[config.mk]
export PLATFORM = sky130hd
export DESIGN_NAME = chip_diag_arb_ctl
export DESIGN_NICKNAME = d
export VERILOG_FILES = /design/src/rtl/chip_ctl_pkg.sv /design/src/rtl/chip_diag_arb_ctl.sv
export SDC_FILE = /design/constraint.sdc
export NUM_CORES = 1
export LEC_CHECK = 0
export BUFFER_PORTS_ARGS = -buffer_cell sky130_fd_sc_hd__buf_4
export CORE_MARGIN = 2
export CORE_UTILIZATION = 34
export DETAILED_ROUTE_END_ITERATION = 8
export PLACE_DENSITY = 0.75
export SLEW_MARGIN = 25
export SYNTH_ARGS = -nofsm -noshare
export SYNTH_HDL_FRONTEND = slang
export SYNTH_SLANG_ARGS = --single-unit
[constraint.sdc]
create_clock -name ref_clk -period 2 [get_ports ref_clk]
set_input_delay 0.5 -clock ref_clk [delete_from_list [all_inputs] [get_ports ref_clk]]
set_output_delay 0.5 -clock ref_clk [all_outputs]
set_load 0.01 [all_outputs]
[src/rtl/chip_ctl_pkg.sv]
// Constants and carrier types for the chip and arbitration control dword
package chip_ctl_pkg;
    localparam logic [7:0]  CTL_DWORD_OFFSET = 8'h44;
    localparam int          BIT_WR_DISC      = 1;
    localparam int          BIT_PF_DIS       = 4;
    localparam int          BIT_CHIP_RST     = 8;
    localparam int          ARB_GRP_LSB      = 16;
    localparam int          BIT_SEC_PRIO     = 25;
    localparam logic [31:0] CTL_RW_MASK      = 32'h020f_0012;
    localparam logic [31:0] CTL_RESET_VAL    = 32'h0200_0000;
    localparam int          N_REQ            = 4;
    localparam int          RST_CYCLES_DEF   = 8;
    localparam logic [11:0] PAGE_4K_MASK     = 12'hffc;
    localparam logic [3:0]  CMD_MEM_RD       = 4'h6;

    // Configuration access from the primary side
    typedef struct packed {
        logic        rd;
        logic        wr;
        logic [7:0]  addr;
        logic [3:0]  be;
        logic [31:0] wdata;
    } cfg_req_t;

    typedef enum logic [1:0] {
        CR_IDLE = 2'b00,
        CR_BUSY = 2'b01
    } crst_state_t;

    typedef struct packed {
        logic [31:0] ctl;
        logic        sec_rst;
        crst_state_t st;
        logic [7:0]  cnt;
        logic [31:0] rdata;
    } ctl_state_t;
endpackage

[src/rtl/chip_diag_arb_ctl.sv]
// Chip control / diagnostic and secondary arbitration group dword
// Functional notes
// - Unused bits read zero; writes to them do nothing.
// - Write-disconnect clear: disconnect writes only on queue full or 4KB boundary.
// - Write-disconnect set: also disconnect at each cache line boundary.
// - Prefetch enabled: prefetch upstream reads, do not forward byte enables.
// - Prefetch disabled: plain read fetches one Dword, forwards byte enables.
// - Prefetch disabled: plain read disconnected on first data phase.
// - Read line and read multiple stay prefetchable regardless.
// - Writing one to chip reset resets buffers, config registers, both interfaces.
// - Chip reset bit clears itself when internal reset completes.
// - Chip reset drives secondary reset and sets bridge-control secondary-reset bit.
// - Secondary reset stays active until software clears that bit.
// - Bits 16..19 put request inputs 0..3 in high group when one.
// - Bit 25 puts bridge's own master in high group; resets to one.
// - Secondary-reset bit asserts secondary reset, initialises buffers and secondary side.
`default_nettype none
module chip_diag_arb_ctl
    import chip_ctl_pkg::*;
#(
    parameter int RST_CYCLES = RST_CYCLES_DEF
) (
    input  wire logic              ref_clk,
    input  wire logic              rst_n,
    input  wire cfg_req_t          cfg,
    output logic [31:0]            cfg_rdata,
    input  wire logic              brctl_sec_rst_wr,
    input  wire logic              brctl_sec_rst_wdata,
    output logic                   brctl_sec_rst,
    input  wire logic              tw_valid,
    input  wire logic [11:0]       tw_addr,
    input  wire logic              tw_queue_full,
    input  wire logic [11:0]       cache_line_mask,
    output logic                   tw_disconnect,
    input  wire logic [3:0]        us_rd_cmd,
    input  wire logic [3:0]        us_rd_be,
    output logic                   us_prefetch,
    output logic                   us_fwd_be,
    output logic [3:0]             us_be_out,
    output logic                   us_single_dword,
    output logic                   us_disc_first,
    output logic                   chip_rst_req,
    output logic                   sec_buf_rst,
    output logic                   sec_rst_out_n,
    output logic [N_REQ-1:0]       req_high_grp,
    output logic                   own_high_grp
);
    ctl_state_t s_r;
    ctl_state_t s_nxt;
    logic [31:0] wmask;
    logic        hit;
    logic        plain_rd;

    // Byte-lane mask from active enables
    always_comb begin
        for (int i = 0; i < 4; i++) begin
            wmask[i*8 +: 8] = {8{cfg.be[i]}};
        end
    end

    assign hit = (cfg.addr == CTL_DWORD_OFFSET);

    always_comb begin
        s_nxt = s_r;
        s_nxt.rdata = 32'h0000_0000;
        if (cfg.rd && hit) begin
            s_nxt.rdata = s_r.ctl & CTL_RW_MASK;
            s_nxt.rdata[BIT_CHIP_RST] = (s_r.st == CR_BUSY);
        end
        if (cfg.wr && hit && s_r.st == CR_IDLE) begin
            s_nxt.ctl = (s_r.ctl & ~(wmask & CTL_RW_MASK))
                      | (cfg.wdata & wmask & CTL_RW_MASK);
            // Chip reset only when its own byte lane is enabled
            if (cfg.be[BIT_CHIP_RST / 8] && cfg.wdata[BIT_CHIP_RST]) begin
                s_nxt.st      = CR_BUSY;
                s_nxt.cnt     = 8'(RST_CYCLES);
                s_nxt.sec_rst = 1'b1;
            end
        end
        if (brctl_sec_rst_wr && s_r.st == CR_IDLE) begin
            s_nxt.sec_rst = brctl_sec_rst_wdata;
        end
        if (s_r.st == CR_BUSY) begin
            // Config registers held at reset values during chip reset
            s_nxt.ctl     = CTL_RESET_VAL;
            s_nxt.sec_rst = 1'b1;
            if (s_r.cnt == 8'h00) begin
                s_nxt.st = CR_IDLE;
            end else begin
                s_nxt.cnt = s_r.cnt - 8'h01;
            end
        end
    end

    always_ff @(posedge ref_clk) begin
        if (!rst_n) begin
            s_r.ctl     <= CTL_RESET_VAL;
            s_r.sec_rst <= 1'b0;
            s_r.st      <= CR_IDLE;
            s_r.cnt     <= 8'h00;
            s_r.rdata   <= 32'h0000_0000;
        end else begin
            s_r <= s_nxt;
        end
    end

    assign cfg_rdata     = s_r.rdata;
    assign brctl_sec_rst = s_r.sec_rst;
    assign chip_rst_req  = (s_r.st == CR_BUSY);
    assign sec_rst_out_n = ~s_r.sec_rst;
    assign sec_buf_rst   = s_r.sec_rst;

    // Target write disconnect decision
    always_comb begin
        tw_disconnect = 1'b0;
        if (tw_valid) begin
            tw_disconnect = tw_queue_full || ((tw_addr & PAGE_4K_MASK) == PAGE_4K_MASK);
            if (s_r.ctl[BIT_WR_DISC] && ((tw_addr & cache_line_mask) == cache_line_mask)) begin
                tw_disconnect = 1'b1;
            end
        end
    end

    // Only plain memory read is affected; line and multiple always prefetch
    assign plain_rd        = (us_rd_cmd == CMD_MEM_RD);
    assign us_single_dword = plain_rd && s_r.ctl[BIT_PF_DIS];
    assign us_prefetch     = !us_single_dword;
    assign us_fwd_be       = us_single_dword;
    assign us_be_out       = us_single_dword ? us_rd_be : 4'h0;
    assign us_disc_first   = us_single_dword;

    genvar g;
    generate
        for (g = 0; g < N_REQ; g++) begin : g_grp
            assign req_high_grp[g] = s_r.ctl[ARB_GRP_LSB + g];
        end
    endgenerate
    assign own_high_grp = s_r.ctl[BIT_SEC_PRIO];
endmodule
`default_nettype wire

# After elaboration in Yosys (flattened, before gate mapping)
# Index checks and enable logic that the tools add are counted.
totals:
  latch_bits: 0
  n_memories: 0
  word_cells: 44
  regBits: 75
  mem_bits_ro: 0
  input_bits: 84
  ram_bits: 0
op_classes:
  magnitude_cmp: 0
  add_sub_neg: 1
  shift: 0
  n_bitwise: 7
  n_eq_ne: 5
  div_mod_pow: 0
  n_reduce_logical: 16
  multipliers: 0
  muxes: 9
ops:
  columns: ["operator", "count"]
  rows:
  - ["$mux 11", 3]
  - ["$and 32x32->32", 1]
  - ["$not 26->32", 1]
  - ["$or 32x26->32", 1]
  - ["$and 26x26->26", 1]
  - ["$and 12x12->12", 1]
  - ["$eq 12x12->1", 1]
  - ["$eq 10x10->1 const B", 1]
  - ["$eq 8x7->1 const B", 1]
  - ["$logic_not 8->1", 1]
  - ["$mux 8", 1]
  - ["$sub 8x1->8 const B", 1]
  - ["$logic_and 1x1->1", 7]
  - ["$reduce_bool 3->1", 2]
  - ["$eq 4x3->1 const B", 1]
  - ["$mux 4", 1]
  - ["$reduce_and 2->1", 2]
  - ["$mux 1", 3]
  - ["$eq 2x1->1 const B", 1]
  - ["$logic_not 2->1", 1]
  - ["$mux 2", 1]
  - ["$not 1->1", 2]
  - ["$reduce_or 2->1", 1]
  - ["$logic_not 1->1", 1]
  - ["$logic_or 1x1->1", 1]

# Depth between registers and ports, before layout
logic_depth:
  ltp_word: 6
  depth_mapped: 7
  depth_no_buf: 7

# Worst setup path before layout
# OpenSTA, ideal clock, no wires.
synth_timing:
  kind: "in2reg"
  startpoint: "input port cfg[43] in the netlist's numbering"
  endpoint: "register s_r[32] in the netlist's numbering"
  n_path_buf: 1
  t_arrival_ps: 2012
  slack_ps: -128
  setup_ps: 115
  cell_stages: 6
  required_ps: 1885
  path_cell_list: "or4b_1 -> or4_1 -> buf_2 -> and2_4 -> a21oi_1 -> nor2b_1"
synth_via:
  elab_chain_cells: 6
synth_lines:
  columns: ["item", "line_no", "rtl"]
  rows:
  - ["start, declared", "chip_diag_arb_ctl.sv:25", "input wire cfg_req_t cfg,"]
  - ["$eq 8x7->1 *", "chip_diag_arb_ctl.sv:61", "assign hit = (cfg.addr == CTL_DWORD_OFFSET);"]
  - ["$logic_and 1x1->1 * (2 in series)", "chip_diag_arb_ctl.sv:70", "if (cfg.wr && hit && s_r.st == CR_IDLE) begin"]
  - ["$mux 11 *", "chip_diag_arb_ctl.sv:70", null]
  - ["$mux 8", "chip_diag_arb_ctl.sv:87", "if (s_r.cnt == 8'h00) begin"]
  - ["$mux 11 *", "chip_diag_arb_ctl.sv:83", "if (s_r.st == CR_BUSY) begin"]
  - ["end signal, assigned", "chip_diag_arb_ctl.sv:103", "s_r <= s_nxt;"]
  - ["end, declared", "chip_diag_arb_ctl.sv:48", "ctl_state_t s_r;"]
# Mark *: on every way between the ends. The rest lies on a longest branch, timed or not. The select of a mux whose other input is x is not followed.
# A chain may end at the register's enable or synchronous reset.

# Final worst setup path
layout_timing:
  startpoint: "input port cache_line_mask[2]"
  endpoint: "output port tw_disconnect"
layout_via:
  elab_chain_cells: 5
layout_lines:
  columns: ["item", "line_no", "rtl"]
  rows:
  - ["start, declared", "chip_diag_arb_ctl.sv:33", "input wire logic [11:0] cache_line_mask,"]
  - ["$and 12x12->12", "chip_diag_arb_ctl.sv:118", "if (s_r.ctl[BIT_WR_DISC] && ((tw_addr & cache_line_mask) == cache_line_mask)) begin"]
  - ["$eq 12x12->1 *", "chip_diag_arb_ctl.sv:118", null]
  - ["$logic_and 1x1->1 *", "chip_diag_arb_ctl.sv:118", null]
  - ["$mux 1 *", "chip_diag_arb_ctl.sv:118", null]
  - ["$mux 1 *", "chip_diag_arb_ctl.sv:116", "if (tw_valid) begin"]
  - ["end, declared", "chip_diag_arb_ctl.sv:34", "output logic tw_disconnect,"]
# Mark *: on every way between the ends. The rest lies on a longest branch, timed or not.

==> metrics.yaml <==
global_routing:
  antenna_found_initial: 0
  grt.overflow.total: 0
  first_global_vias: 1391
  grt_use_total_pct: 14.7
  grt_first_pass_wirelength_um: 6000
  grt_max_degree: 15
floorplanning:
  die_area_um2: 5100
  initial_core_util_pct: 35.5
  rows: 24
  die_x_um: 71.4
  io_pins: 134
  die_y_um: 71.4
  coreArea_um2: 4350
logic_synthesis:
  yosysUniqueCellTypes: 37
  synth-seq-area-share_pct: 33.7
  syn_inst: 194
  synth_edf_count: 0
  yosys.area.top_type: "dfxtp_1"
  synth-warning-count: 0
  synthTopCellsByArea: "dfxtp_1, buf_4, and2_1, nand2_1, inv_1"
  ys_seq_elements: 26
  yosys-top-cells-count: "buf_4, dfxtp_1, nand2_1"
  avgSynthCellArea_um2: 7.97
  synthArstFlopShare_pct: 0
  syn-cell-area_um2: 1550
  synthMostInstantiatedCell: "buf_4"
  synthFlopType: "dfxtp_1"
  synth_top_area_share_pct: 33.7
timing:
  hold_slack_ns: 0.453
  fin_crit_ns: 2.05
  worst_slack_ns: -0.0494
  final-setup-viol-count: 1
  slew_viol_final: 0
  fin_skew_ns: 0.00195
  max_freq_mhz: 488
  rsz0062_at_grt: "true"
  fin_crit_sh_pct: 102
  finalHoldViolations: 0
pwr:
  p_leak_nw: 1.10
  power_density_nw_per_um2: 468
  max-vdd-ir-drop_uv: 211
setup_path:
  rr_startpoint: "s_r[35]"
  worstSetupStartpointType: "input pin"
  crit_fanout: 1
  cp-startpoint: "cache_line_mask[2]"
  r2r_setup_slack_ns: 0.21
  cp.arrival_ns: 1.55
  critPathRequiredTime_ns: 1.50
  r2r_cells: 5
  end_kind: "primary output"
  path_class: "input pin to primary output"
layout:
  drive_gt1_share_pct: 39.6
  areaGrowthSynthToFinish_pct: 42.2
  design_area_um2: 2200
  nets: 361
  n_antenna_cell: 0
  utilization_pct: 50.5
placement:
  finalWeightedCongestion: 0.852
  place_ws_ns: -0.218
  place_area_um2: 2120
  dpl.hpwl_um: 3240
  port_buffers: 85
job:
  timing.max_cap.violations: 0
min_path:
  worstHoldPathType: "input pin to flip-flop"
  hold_path_depth: 3
  hp-start: "cfg[1]"
cts:
  numCtsBuffers: 3
  path_clk_slew_ns: 0.09
  tritoncts: "yes"
  clock-root-buffer: "clkbuf_8"
  clk_latency_ns: 0.27
  clock_sinks: 26
  clk_path_buf_depth: 2
  htree_num_levels: 1
route:
  vias_per_cell: 4.47
  drt_iter0_markers: 44
  route.detailed.drc: 0
  ant_nets: 0
  wire_per_inst_um: 11.9
  vias: 1461
  firstDrtPassIters: 4
  drt_wl_total_um: 3900
outcome:
  violations: "setup timing"
  status: "complete, but fails checks"
==> cells in the final DEF (no fill, tap or decap), types with 3 or more instances in the layout <==
cell / n
nand2_1: 17
mux2i_1: 4
buf_4: 92
nand2b_1: 3
nor3_1: 6
dfxtp_1: 26
conb_1: 24
nand3_1: 7
and2_1: 13
o21ai_0: 3
inv_1: 14
nor2_1: 14
buf_6: 3
clkbuf_8: 4
a21oi_1: 7
nor2b_1: 4
nor4_1: 3
==> worst max-delay path: stages <==
cell and delay (ns):
buf_6 0.09, a222oi_1 0.33, o2111ai_1 0.17, nor4_1 0.18, o31a_1 0.15, buf_4 0.11
==> where the power goes <==
part	internal (mW)	leakage, nW	total (mW)	switching [mW]
combinational	0.0987	0.863	0.164	0.0656
sequential	0.519	0.210	0.520	0.00105
clock	0.176	0.0288	0.344	0.167
==> per-stage QoR <==
step	cells	setup TNS, ns	power, mW
floorplan	217	-0.357	0.618
global placement	323	-2.42	0.690
CTS	327	-0.0669	1.04
finish	327	-0.0494	1.03
detailed placement	323	-2.96	0.692
global route	327	-0.169	1.06
==> cells by family after synthesis <==
| family | synth area share [%] |
|---|---|
| adder cells (fa/ha/maj) | 0.810 |
| AO/OA/AOI/OAI | 10.6 |
| buffers and inverters | 23.4 |
| AND/OR/NAND/NOR | 28.7 |
| multiplexers | 2.59 |
| other | 0.243 |
| flip-flops | 33.7 |
==> metal layers <==
metal  track usage (%)  wire, um  vias to the layer above
met5                 0         0                        -
met4              6.50        61                        0
met3              3.09       269                        7
met2              25.6      1980                       59
met1              17.3      1590                      645
li1                  -         -                      750
==> cell type report <==
cell class                      count  area, um^2
Clock buffer                        4        55.1
Timing Repair Buffer               95         724
Inverter                           16        60.1
Multi-Input combinational cell    134         772
Sequential cell                    26         520
Fill cell                         432        2160
Tap cell                           52        65.1
==> final timing paths <==
check | endpoint
hold reg to reg | flip-flop
hold / removal | flip-flop
setup reg to reg | s_r[35]
setup / recovery | tw_disconnect
==> timing repair <==
action,4_1_cts,5_1_grt
endpoints found under the setup margin,1,6
pin swaps,1,0
hold buffers,0,0
setup buffers,0,0
gates resized for setup,4,3
Power figures use the tool's default switching activity.
